## src/design/uart_iifc_map.svh

```systemverilog
// Addresses, field positions and reset values of the interrupt ident / FIFO control block.
// Assumes a 32-bit APB byte address; included by name from the design files.
`ifndef UART_IIFC_MAP_SVH
`define UART_IIFC_MAP_SVH
`define IIFC_ADDR 32'h5000_1108
`define IIFC_STAT_ADDR 32'h5000_1180
`define IIFC_MASK_ADDR 32'h5000_1184
`define IIFC_RX_TRIG_LSB 6
`define IIFC_TX_THRESH_LSB 4
`define IIFC_DMA_STYLE_BIT 3
`define IIFC_TXF_BIT 2
`define IIFC_RXF_BIT 1
`define IIFC_FEN_BIT 0
`define IIFC_FIFO_STATUS_LSB 6
`define IIFC_CTRL_RST 6'h00
`define IIFC_STAT_RST 6'h00
`define IIFC_MASK_RST 6'h00
`endif

```

## src/design/uart_iifc_pkg.sv

```systemverilog
// Types shared by the interrupt ident / FIFO control block.
// No assumptions beyond a SystemVerilog package scope.
package uart_iifc_pkg;
  typedef enum logic [3:0] {
    INT_MODEM = 4'h0,
    INT_NONE = 4'h1,
    INT_TX_EMPTY = 4'h2,
    INT_RDA = 4'h4,
    INT_RLS = 4'h6,
    INT_BUSY = 4'h7,
    INT_CTO = 4'hC
  } int_code_e;
  // Gray sequence idle -> setup -> access
  typedef enum logic [1:0] {
    PH_IDLE = 2'h0,
    PH_SETUP = 2'h1,
    PH_ACCESS = 2'h3
  } apb_phase_e;
  typedef struct packed {
    logic [1:0] rx_trigger_level;
    logic [1:0] tx_empty_threshold;
    logic dma_signal_style;
    logic fifo_enable;
  } fifo_ctrl_s;
  typedef struct packed {
    logic line_status;
    logic rx_data;
    logic char_timeout;
    logic tx_empty;
    logic modem_status;
    logic busy;
  } int_src_s;
endpackage : uart_iifc_pkg

```

## src/design/fifo_level_cmp.sv

```systemverilog
// FIFO level comparators for the receive trigger and transmit empty threshold.
// Assumes levels come from the FIFOs as plain occupancy counts.
`timescale 1ns/1ps
`default_nettype none
module fifo_level_cmp #(
  parameter int DEPTH = 16,
  parameter int LW = 5
) (
  input wire logic [LW-1:0] rx_level_i,
  input wire logic [LW-1:0] tx_level_i,
  input wire logic [1:0] rx_trigger_level_i,
  input wire logic [1:0] tx_empty_threshold_i,
  output logic rx_at_trigger_o,
  output logic rx_empty_o,
  output logic tx_at_threshold_o,
  output logic tx_empty_o,
  output logic tx_full_o
);
  function automatic logic [LW-1:0] rx_thresh(input logic [1:0] sel);
    case (sel)
      2'h0: rx_thresh = LW'(1);
      2'h1: rx_thresh = LW'(DEPTH / 4);
      2'h2: rx_thresh = LW'(DEPTH / 2);
      default: rx_thresh = LW'(DEPTH - 2);
    endcase
  endfunction : rx_thresh

  function automatic logic [LW-1:0] tx_thresh(input logic [1:0] sel);
    case (sel)
      2'h0: tx_thresh = LW'(0);
      2'h1: tx_thresh = LW'(2);
      2'h2: tx_thresh = LW'(DEPTH / 4);
      default: tx_thresh = LW'(DEPTH / 2);
    endcase
  endfunction : tx_thresh

  assign rx_at_trigger_o = rx_level_i >= rx_thresh(rx_trigger_level_i);
  assign rx_empty_o = rx_level_i == LW'(0);
  assign tx_at_threshold_o = tx_level_i <= tx_thresh(tx_empty_threshold_i);
  assign tx_empty_o = tx_level_i == LW'(0);
  assign tx_full_o = tx_level_i >= LW'(DEPTH);
endmodule : fifo_level_cmp
`default_nettype wire

```

## src/design/uart_int_ident_fifo_ctrl.sv

```systemverilog
// Interrupt identification / FIFO control register of a UART, with APB slave,
// sticky event status and mask, flow control and DMA request generation.
// Assumes FIFO levels and raw interrupt causes come from the UART core, synchronous.
`timescale 1ns/1ps
`default_nettype none
`include "uart_iifc_map.svh"
module uart_int_ident_fifo_ctrl #(
  parameter int DEPTH = 16,
  parameter int LW = 5
) (
  input wire logic clk_sys_i,
  input wire logic reset_n_i,
  input wire logic psel_i,
  input wire logic penable_i,
  input wire logic pwrite_i,
  input wire logic [31:0] paddr_i,
  input wire logic [31:0] pwdata_i,
  output logic [31:0] prdata_o,
  output logic pready_o,
  output logic pslverr_o,
  input wire logic [LW-1:0] rx_fifo_level_i,
  input wire logic [LW-1:0] tx_fifo_level_i,
  input wire logic rx_data_ready_i,
  input wire logic thr_empty_i,
  input wire logic line_status_err_i,
  input wire logic char_timeout_i,
  input wire logic modem_status_chg_i,
  input wire logic busy_detect_i,
  input wire logic line_status_int_en_i,
  input wire logic rx_data_int_en_i,
  input wire logic tx_empty_int_en_i,
  input wire logic modem_status_int_en_i,
  input wire logic prog_tx_empty_mode_i,
  input wire logic auto_flow_en_i,
  input wire logic rts_req_i,
  output logic fifo_enable_o,
  output logic tx_fifo_flush_o,
  output logic rx_fifo_flush_o,
  output logic rts_n_o,
  output logic dma_tx_req_n_o,
  output logic dma_rx_req_n_o,
  output logic uart_int_o,
  output logic irq_o
);
  uart_iifc_pkg::fifo_ctrl_s ctrl, next_ctrl;
  uart_iifc_pkg::int_src_s src, src_q, next_src_q;
  uart_iifc_pkg::int_code_e code;
  uart_iifc_pkg::apb_phase_e phase, next_phase;
  logic [5:0] status, next_status, mask, next_mask;
  logic [31:0] next_prdata;
  logic next_tx_flush, next_rx_flush, next_rts_n, next_uart_int;
  logic rx_dma_act, next_rx_dma_act, tx_dma_act, next_tx_dma_act;
  logic next_dma_tx_req_n, next_dma_rx_req_n;
  logic rx_at_trigger, rx_empty, tx_at_threshold, tx_empty, tx_full;
  logic access, rd_setup, wr_iifc, wr_stat, wr_mask, hit;
  logic rda, tx_holding_empty, rx_any, tx_idle;

  fifo_level_cmp #(.DEPTH(DEPTH), .LW(LW)) u_cmp (
    .rx_level_i(rx_fifo_level_i),
    .tx_level_i(tx_fifo_level_i),
    .rx_trigger_level_i(ctrl.rx_trigger_level),
    .tx_empty_threshold_i(ctrl.tx_empty_threshold),
    .rx_at_trigger_o(rx_at_trigger),
    .rx_empty_o(rx_empty),
    .tx_at_threshold_o(tx_at_threshold),
    .tx_empty_o(tx_empty),
    .tx_full_o(tx_full)
  );

  function automatic uart_iifc_pkg::int_code_e pick(input uart_iifc_pkg::int_src_s s);
    if (s.line_status) begin
      pick = uart_iifc_pkg::INT_RLS;
    end else if (s.rx_data) begin
      pick = uart_iifc_pkg::INT_RDA;
    end else if (s.char_timeout) begin
      pick = uart_iifc_pkg::INT_CTO;
    end else if (s.tx_empty) begin
      pick = uart_iifc_pkg::INT_TX_EMPTY;
    end else if (s.modem_status) begin
      pick = uart_iifc_pkg::INT_MODEM;
    end else if (s.busy) begin
      pick = uart_iifc_pkg::INT_BUSY;
    end else begin
      pick = uart_iifc_pkg::INT_NONE;
    end
  endfunction : pick

  function automatic logic is_addr(input logic [31:0] a, input logic [31:0] ref_a);
    is_addr = a == ref_a;
  endfunction : is_addr

  // APB: zero wait states; a write lands on the access edge only
  assign hit = is_addr(paddr_i, `IIFC_ADDR) || is_addr(paddr_i, `IIFC_STAT_ADDR)
    || is_addr(paddr_i, `IIFC_MASK_ADDR);
  assign access = psel_i && penable_i && (phase == uart_iifc_pkg::PH_SETUP);
  assign rd_setup = psel_i && !penable_i && !pwrite_i;
  assign wr_iifc = access && pwrite_i && is_addr(paddr_i, `IIFC_ADDR);
  assign wr_stat = access && pwrite_i && is_addr(paddr_i, `IIFC_STAT_ADDR);
  assign wr_mask = access && pwrite_i && is_addr(paddr_i, `IIFC_MASK_ADDR);
  assign pready_o = 1'b1;
  assign pslverr_o = access && !hit;

  always_comb begin
    next_phase = uart_iifc_pkg::PH_IDLE;
    case (phase)
      uart_iifc_pkg::PH_IDLE: begin
        if (psel_i && !penable_i) begin
          next_phase = uart_iifc_pkg::PH_SETUP;
        end
      end
      uart_iifc_pkg::PH_SETUP: begin
        next_phase = penable_i ? uart_iifc_pkg::PH_ACCESS : uart_iifc_pkg::PH_SETUP;
      end
      uart_iifc_pkg::PH_ACCESS: begin
        if (psel_i && !penable_i) begin
          next_phase = uart_iifc_pkg::PH_SETUP;
        end
      end
      default: next_phase = uart_iifc_pkg::PH_IDLE;
    endcase
  end

  // Control fields; flush bits are never stored, and on read their positions carry code bits 2:1
  always_comb begin
    next_ctrl = ctrl;
    next_tx_flush = 1'b0;
    next_rx_flush = 1'b0;
    if (wr_iifc) begin
      next_ctrl.rx_trigger_level = pwdata_i[`IIFC_RX_TRIG_LSB +: 2];
      next_ctrl.tx_empty_threshold = pwdata_i[`IIFC_TX_THRESH_LSB +: 2];
      next_ctrl.dma_signal_style = pwdata_i[`IIFC_DMA_STYLE_BIT];
      next_ctrl.fifo_enable = pwdata_i[`IIFC_FEN_BIT];
      next_tx_flush = pwdata_i[`IIFC_TXF_BIT];
      next_rx_flush = pwdata_i[`IIFC_RXF_BIT];
    end
  end

  // Interrupt causes; outside FIFO mode the single-character flags stand in
  always_comb begin
    rda = ctrl.fifo_enable ? rx_at_trigger : rx_data_ready_i;
    tx_holding_empty = ctrl.fifo_enable ? tx_empty : thr_empty_i;
    if (ctrl.fifo_enable && prog_tx_empty_mode_i) begin
      tx_holding_empty = tx_at_threshold;
    end
    src.line_status = line_status_err_i && line_status_int_en_i;
    src.rx_data = rda && rx_data_int_en_i;
    src.char_timeout = char_timeout_i && ctrl.fifo_enable && rx_data_int_en_i;
    src.tx_empty = tx_holding_empty && tx_empty_int_en_i;
    src.modem_status = modem_status_chg_i && modem_status_int_en_i;
    src.busy = busy_detect_i;
    code = pick(src);
  end

  // Sticky events: a new rising cause beats a write-one clear in the same cycle
  always_comb begin
    next_src_q = src;
    next_mask = wr_mask ? pwdata_i[5:0] : mask;
    next_status = status;
    if (wr_stat) begin
      next_status = status & ~pwdata_i[5:0];
    end
    next_status = next_status | (src & ~src_q);
    next_uart_int = code != uart_iifc_pkg::INT_NONE;
  end
  assign irq_o = |(status & mask);

  // Read data is captured in the setup cycle so it stands through access
  always_comb begin
    next_prdata = prdata_o;
    if (rd_setup) begin
      next_prdata = 32'h0000_0000;
      if (is_addr(paddr_i, `IIFC_ADDR)) begin
        next_prdata[`IIFC_FIFO_STATUS_LSB +: 2] = {2{ctrl.fifo_enable}};
        next_prdata[3:0] = code;
      end else if (is_addr(paddr_i, `IIFC_STAT_ADDR)) begin
        next_prdata[5:0] = status;
      end else if (is_addr(paddr_i, `IIFC_MASK_ADDR)) begin
        next_prdata[5:0] = mask;
      end
    end
  end

  // Flow control and DMA requests; mode 1 holds a request until the FIFO drains or fills
  always_comb begin
    rx_any = ctrl.fifo_enable ? !rx_empty : rx_data_ready_i;
    tx_idle = ctrl.fifo_enable ? tx_empty : thr_empty_i;
    next_rts_n = !rts_req_i;
    if (auto_flow_en_i && ctrl.fifo_enable && rx_at_trigger) begin
      next_rts_n = 1'b1;
    end
    next_rx_dma_act = rx_dma_act;
    if (rx_empty) begin
      next_rx_dma_act = 1'b0;
    end
    if (rx_at_trigger || char_timeout_i) begin
      next_rx_dma_act = 1'b1;
    end
    next_tx_dma_act = tx_dma_act;
    if (tx_full) begin
      next_tx_dma_act = 1'b0;
    end
    if (tx_at_threshold) begin
      next_tx_dma_act = 1'b1;
    end
    if (ctrl.dma_signal_style && ctrl.fifo_enable) begin
      next_dma_rx_req_n = !next_rx_dma_act;
      next_dma_tx_req_n = !next_tx_dma_act;
    end else begin
      next_dma_rx_req_n = !rx_any;
      next_dma_tx_req_n = !tx_idle;
    end
  end

  always_ff @(posedge clk_sys_i or negedge reset_n_i) begin
    if (!reset_n_i) begin
      phase <= uart_iifc_pkg::PH_IDLE;
      ctrl <= `IIFC_CTRL_RST;
      tx_fifo_flush_o <= 1'b0;
      rx_fifo_flush_o <= 1'b0;
      src_q <= '0;
      status <= `IIFC_STAT_RST;
      mask <= `IIFC_MASK_RST;
      prdata_o <= 32'h0000_0000;
      rts_n_o <= 1'b1;
      rx_dma_act <= 1'b0;
      tx_dma_act <= 1'b0;
      dma_rx_req_n_o <= 1'b1;
      dma_tx_req_n_o <= 1'b1;
      uart_int_o <= 1'b0;
    end else begin
      phase <= next_phase;
      ctrl <= next_ctrl;
      tx_fifo_flush_o <= next_tx_flush;
      rx_fifo_flush_o <= next_rx_flush;
      src_q <= next_src_q;
      status <= next_status;
      mask <= next_mask;
      prdata_o <= next_prdata;
      rts_n_o <= next_rts_n;
      rx_dma_act <= next_rx_dma_act;
      tx_dma_act <= next_tx_dma_act;
      dma_rx_req_n_o <= next_dma_rx_req_n;
      dma_tx_req_n_o <= next_dma_tx_req_n;
      uart_int_o <= next_uart_int;
    end
  end
  assign fifo_enable_o = ctrl.fifo_enable;
endmodule : uart_int_ident_fifo_ctrl
`default_nettype wire

```

## config.mk

```make
export PLATFORM = sky130hd
export DESIGN_NAME = uart_int_ident_fifo_ctrl
export DESIGN_NICKNAME = d
export VERILOG_FILES = /design/src/design/uart_iifc_pkg.sv /design/src/design/fifo_level_cmp.sv /design/src/design/uart_int_ident_fifo_ctrl.sv
export VERILOG_INCLUDE_DIRS = /design/src /design/src/design
export SDC_FILE = /design/constraint.sdc
export NUM_CORES = 1
export LEC_CHECK = 0
export BUFFER_PORTS_ARGS = -buffer_cell sky130_fd_sc_hd__buf_2
export CAP_MARGIN = 20
export CORE_MARGIN = 2
export CORE_UTILIZATION = 40
export CTS_CLUSTER_DIAMETER = 100
export DETAILED_ROUTE_END_ITERATION = 7
export PLACE_DENSITY_LB_ADDON = 0.08
export SLEW_MARGIN = 25
export SYNTH_ARGS = -nofsm -noshare
export SYNTH_HDL_FRONTEND = slang
export SYNTH_SLANG_ARGS = --single-unit
```

## constraint.sdc

```tcl
create_clock -name clk_sys_i -period 1.6 [get_ports clk_sys_i]
set_input_delay 0.32 -clock clk_sys_i [delete_from_list [all_inputs] [get_ports clk_sys_i]]
set_output_delay 0.32 -clock clk_sys_i [all_outputs]
set_load 0.03 [all_outputs]
```

# --- After elaboration in Yosys (flattened, before gate mapping) ---
# Cells that the tools add are included.
word_totals:
  register_bits: 42
  inputBits: 92
  out_inout_bits: 42
op_classes:
  n_lt_le_gt_ge: 3
  n_eq_ne: 10
  muxes: 30
  n_bitwise: 6
  n_reduce_logical: 38
op_table:
  columns: ["cell", "n"]
  rows:
  - ["equality test 32 x 31 -> 1 bit, second input constant", 3]
  - ["one-hot mux 4 bit (3 select lines)", 2]
  - ["logical AND 1 bit", 19]
  - ["bitwise AND 6 bit", 3]
  - ["two-way mux 6 bit", 3]
  - ["two-way mux 4 bit", 4]
  - ["two-way mux 1 bit", 14]
  - ["inverter 6 bit", 2]
  - ["logical NOT 5 bit", 2]
  - ["logical NOT 1 bit", 9]
  - ["two-way mux 3 bit", 3]
  - ["equality test 2 x 1 -> 1 bit, second input constant", 3]
  - ["equality test 2 bit, second input constant", 3]
  - ["logical NOT 2 bit", 3]
  - ["two-way mux 2 bit", 3]
  - ["bitwise OR 6 bit", 1]
  - ["OR reduction 6 bit", 1]
  - [">= comparator 5 x 4 -> 1 bit", 1]
  - [">= comparator 5 bit, second input constant", 1]
  - ["<= comparator 5 x 4 -> 1 bit", 1]
  - ["inequality test 4 x 1 -> 1 bit, second input constant", 1]
  - ["one-hot mux 2 bit (2 select lines)", 1]
  - ["logical OR 1 bit", 3]
  - ["OR reduction 2 bit", 1]

# --- Depth between registers and ports, before layout ---
logic_depth:
  ltp_word: 10
  ltp_mapped: 7
  depth_no_buf: 7

# --- Modules after synthesis ---
# A second synthesis with hierarchy kept.
unflattened:
  cells_unflattened: 246
  hier_area_um2: 2548.7
modules_own_cells:
  columns: ["mod", "instances", "cells_each", "area_per_inst_um2", "seq_area_each_um2"]
  rows:
  - ["uart_int_ident_fifo_ctrl", 1, 212, 2329.7, 1029.7]
  - ["fifo_level_cmp", 1, 34, 219.0, 0.0]

# --- Worst setup path after synthesis ---
# Ideal clock, no wire load.
synth_timing:
  kind: "input port to flip-flop"
  start: "input port paddr_i[24]"
  end: "register prdata_o[2]"
  setup_time_ns: 0.129
  arrival_ns: 1.952
  path_slack_ns: -0.481
  path_stages: 6
  cell_sequence: "nor4b_2 > nand4_1 > or2_1 > buf_6 > or4_4 > o41a_1"
synth_via:
  elab_chain_len: 4
synth_lines:
  columns: ["element", "line_no", "source"]
  rows:
  - ["start: declaration", "uart_int_ident_fifo_ctrl.sv:16", "input wire logic [31:0] paddr_i,"]
  - ["equality test 32 x 31 -> 1 bit", "uart_int_ident_fifo_ctrl.sv:89", "is_addr = a == ref_a;"]
  - ["two-way mux 6 bit", "uart_int_ident_fifo_ctrl.sv:177", "end else if (is_addr(paddr_i, `IIFC_MASK_ADDR)) begin"]
  - ["two-way mux 6 bit", "uart_int_ident_fifo_ctrl.sv:175", "end else if (is_addr(paddr_i, `IIFC_STAT_ADDR)) begin"]
  - ["two-way mux 4 bit (*)", "uart_int_ident_fifo_ctrl.sv:172", "if (is_addr(paddr_i, `IIFC_ADDR)) begin"]
  - ["end signal: assignment", "uart_int_ident_fifo_ctrl.sv:238", "prdata_o <= next_prdata;"]
  - ["end: declaration", "uart_int_ident_fifo_ctrl.sv:18", "output logic [31:0] prdata_o,"]
# Every way passes the cells marked *; elsewhere a longest branch is shown, timed or not.
# A chain may end at the register's enable or synchronous reset.

# --- Worst setup path after layout ---
layout_timing:
  start: "register ctrl[2] in the netlist's numbering"
  end: "register uart_int_o"
layout_via:
  elab_chain_len: 10
layout_lines:
  columns: ["element", "line_no", "source"]
  rows:
  - ["start: declaration", "uart_int_ident_fifo_ctrl.sv:45", "uart_iifc_pkg::fifo_ctrl_s ctrl, next_ctrl;"]
  - ["start signal: assignment", "uart_int_ident_fifo_ctrl.sv:217", "ctrl <= `IIFC_CTRL_RST;"]
  - ["start signal: assignment", "uart_int_ident_fifo_ctrl.sv:232", "ctrl <= next_ctrl;"]
  - ["equality test 2 bit (tied with other cells)", "fifo_level_cmp.sv:29", "case (sel)"]
  - ["one-hot mux 4 bit (3 select lines) (*)", "fifo_level_cmp.sv:29", null]
  - ["<= comparator 5 x 4 -> 1 bit (*)", "fifo_level_cmp.sv:39", "assign tx_at_threshold_o = tx_level_i <= tx_thresh(tx_empty_threshold_i);"]
  - ["two-way mux 1 bit (*)", "uart_int_ident_fifo_ctrl.sv:142", "if (ctrl.fifo_enable && prog_tx_empty_mode_i) begin"]
  - ["logical AND 1 bit (*)", "uart_int_ident_fifo_ctrl.sv:148", "src.tx_empty = tx_holding_empty && tx_empty_int_en_i;"]
  - ["two-way mux 3 bit (*)", "uart_int_ident_fifo_ctrl.sv:77", "end else if (s.tx_empty) begin"]
  - ["two-way mux 4 bit (*)", "uart_int_ident_fifo_ctrl.sv:75", "end else if (s.char_timeout) begin"]
  - ["two-way mux 4 bit (*)", "uart_int_ident_fifo_ctrl.sv:73", "end else if (s.rx_data) begin"]
  - ["two-way mux 4 bit (*)", "uart_int_ident_fifo_ctrl.sv:71", "if (s.line_status) begin"]
  - ["inequality test 4 x 1 -> 1 bit (*)", "uart_int_ident_fifo_ctrl.sv:163", "next_uart_int = code != uart_iifc_pkg::INT_NONE;"]
  - ["via next_uart_int", "uart_int_ident_fifo_ctrl.sv:51", "logic next_tx_flush, next_rx_flush, next_rts_n, next_uart_int;"]
  - ["end signal: assignment", "uart_int_ident_fifo_ctrl.sv:244", "uart_int_o <= next_uart_int;"]
  - ["end: declaration", "uart_int_ident_fifo_ctrl.sv:42", "output logic uart_int_o,"]
# The timed path passes the listed nets; every way through them passes the cells marked *.

==> results.ini <==
[logic_synthesis]
synthTopCellsByArea=dfrtp_1, buf_4, mux2_2
synthDistinctLibCells=46
synth_cells=232
netlist_area_um2=2370
synthFlopType=dfrtp_1
yosys.area.top_type=dfrtp_1
avgSynthCellArea_um2=10.2
synth_top_cell_area_share=0.401
seq_area_frac_synth=0.434
ys.warnings.count=0
synth-seq-cells=41
synthArstFlopShare=1.00
synth_enable_flop_cells=0

[grt]
first_global_vias=2115
grt_first_pass_wirelength_um=9730
grt_max_degree=26
antenna_found_initial=0
grt-ovfl-total=0
grt_usage=0.190

[outcome]
violations=setup timing
status=finished with violations

[drt]
drtIter0Drc=123
drt_wl_total_um=6150
drcViolationCount=0
wl_per_cell_um=14.2
drt-vias-per-instance=4.93
firstDrtPassIters=4
wl_met1_um=2610
top_layer_used=met4
vias=2128
antenna_left=0
route.met2.wl_um=3180
wl_met3_um=317

[setup_path]
critPathLaunch=ctrl[2]$_DFFE_PN0P_
cp.required_ns=1.77
cp.arrival_ns=2.10
endpoint_kind=register
path_cells=nand2b_4 -> ha_4 -> nand2_2 -> o21a_1 -> o211ai_1 -> buf_4 -> and4b_1 -> nand2_1
r2r_setup_slack_ns=-0.32
critPathLaunchType=register
path_class=register to register
reg2reg_depth=8
r2r-end=uart_int_o$_DFF_PN0_
cp_slowest_cell=dfrtp_1
reg2reg_from=ctrl[2]$_DFFE_PN0P_
worstSetupEndpoint=uart_int_o$_DFF_PN0_
cp_slowest_stage_delay_ns=0.42
cp_max_fo=4

[sta]
finClkSkew_ns=0.00472
fin_crit_sh=1.20
tns_ns=-3.56
fin_crit_ns=1.92
timing.hold.ws_ns=0.156
setup_viol=23
rsz0062_at_grt=yes
fin_ws_ns=-0.321
hold_viol_final=0
drv_slew=0
max_freq_ghz=0.521

[finish]
synthToLayoutAreaGrowth_pct=48.9
drive_gt1_frac=0.529
n_fill_cell=535
antenna_cells=0
multi_input_area_um2=1440
final_nets=457
ff_latch_area_um2=1030

[floorplanning]
die-height_um=81.0
initial_core_util=0.408
core-area_um2=5820
dieArea_um2=6570
chipWidth_um=81.0
num_rows=28
io_pins=134

[cts]
cts_tree=yes
cts-root-buf=clkbuf_8
cts.sinks=41
h-tree-depth=2
cts_buffers=5
clk_latency_ns=0.29
cts_max_path_buffers=2
clk_pin_slew_ns=0.08

[power]
p_leak_nw=1.73
power.total_mw=2.27
power_density_nw_per_um2=641
ir_drop_uv=413

[min_path]
min-delay-path-class=primary input to register

[flow_run]
cap_violations=0

[placed_design]
port_buffers=84
place.gp.congestion=0.735
hpwlAfterDp_um=4420

[cell usage in the layout, fill, tap and decap left out, types with 3 or more instances in the layout]
cell type  netlist  final
ha_4             0      3
a21oi_1          6      4
nand3b_1         8      8
mux2i_1          3      3
a31oi_1          3      3
and2_1           4      4
ha_1             9      5
nor2_1           8      6
nand3_1          4      3
buf_6            1     17
buf_4           26     29
o21ai_0          7      4
nand4_1          3      3
dfstp_2          3      3
a22o_1           4      4
conb_1           2     25
mux2_4           0     10
clkbuf_8         0      5
dfrtp_1         38     37
nor4_4           0      3
buf_2            0     77
nand2_2          0      3
nand2_1         16     12
mux2_2          15      5
inv_1           16     16
[metal layers]
metal / vias up / track usage
met1: 1031 / 0.247
li1: 1026 / -
met2: 67 / 0.335
met5: - / 0
met3: 4 / 0.0311
met4: 0 / 0.0390
[worst min path at each step]
| stage | startpoint | endpoint | cells after the start |
|---|---|---|---|
| 2_1_floorplan | reset_n_i | ctrl[1]$_DFFE_PN0P_ | 0 |
| 3_3_place_gp | reset_n_i | ctrl[4]$_DFFE_PN0P_ | 1 |
| 3_5_place_dp | reset_n_i | ctrl[4]$_DFFE_PN0P_ | 1 |
| 4_1_cts | rts_req_i | rts_n_o$_DFF_PN1_ | 2 |
| 5_1_grt | rts_req_i | rts_n_o$_DFF_PN1_ | 2 |
| 6_report | rts_req_i | rts_n_o$_DFF_PN1_ | 2 |
[worst max-delay path, delay by kind of cell, from the launching register on]
family | cells | cell delay (ns)
compound gates | 2 | 0.44
fa+ha+maj | 1 | 0.27
buf+inv | 1 | 0.19
flops | 1 | 0.42
simple gates | 4 | 0.49
[cell usage after synthesis (2+ instances only)]
library cell,number
dfrtp_1,38
buf_4,26
inv_1,16
nand2_1,16
mux2_2,15
ha_1,9
nand3b_1,8
nor2_1,8
o21ai_0,7
a21oi_1,6
nor2b_1,5
nor4_1,5
a22o_1,4
and2_1,4
clkbuf_1,4
nand3_1,4
nor3_1,4
a21o_1,3
a22oi_1,3
a31oi_1,3
dfstp_2,3
mux2i_1,3
nand4_1,3
o21a_1,3
o2bb2ai_1,3
a211oi_1,2
a32o_1,2
and3_1,2
conb_1,2
nand2b_1,2
nor4b_2,2
o211ai_1,2
o31ai_1,2
[metrics by stage]
stage | setup WS, ns | utilization | instances | area, µm²
5_1_grt | -0.435 | 0.608 | 432 | 3530
2_1_floorplan | -0.390 | - | 255 | 2490
3_3_place_gp | -0.425 | 0.518 | 412 | 3010
3_5_place_dp | -0.473 | 0.518 | 412 | 3010
6_report | -0.321 | 0.608 | 432 | 3530
4_1_cts | -0.331 | 0.577 | 430 | 3360
[cell families after synthesis]
| family | after synthesis | synth area share |
|---|---|---|
| DFF | 41 | 0.434 |
| muxes | 18 | 0.0838 |
| and+or+nand+nor | 72 | 0.184 |
| buffers and inverters | 47 | 0.119 |
| adders and majority gates | 9 | 0.0474 |
| AOI/OAI and AO/OA | 43 | 0.129 |
| other | 2 | 0.00316 |
[area by class of cell]
cell class | instances | share of cell area
Inverter | 16 | 0.0170
Clock buffer | 5 | 0.0195
Tap cell | 75 | 0.0265
Timing Repair Buffer | 125 | 0.233
Clock inverter | 3 | 0.00496
Sequential cell | 41 | 0.292
Multi-Input combinational cell | 167 | 0.407
[timing repair]
| item | in CTS | in global routing |
|---|---|---|
| buffers inserted | 15 | 9 |
| gates resized for setup | 37 | 37 |
| endpoints found under the setup margin | 31 | 37 |
| hold endpoints to repair | 16 | 0 |
| hold buffers | 1 | 0 |
| pin swaps | 25 | 32 |
[state kept, by name, indices dropped and copies added, names as in the netlist]
name and cells:
status 6, prdata_o 7, ctrl 5, uart_int_o 1
phase 2, fifo_enable_o 1, tx_dma_act 1, dma_rx_req_n_o 1
mask 6, rx_dma_act 1, tx_fifo_flush_o 1, dma_tx_req_n_o 1
rts_n_o 1, src_q 6, rx_fifo_flush_o 1
[power breakdown]
part / switching [mW] / leakage [nW] / internal (mW) / total [mW]
Combinational: 0.292 / 1.17 / 0.225 / 0.517
Clock: 0.361 / 0.0439 / 0.301 / 0.663
Sequential: 0.0153 / 0.515 / 1.07 / 1.09
Total: 0.669 / 1.73 / 1.60 / 2.27
No activity file was read; power rests on OpenSTA's default activity.
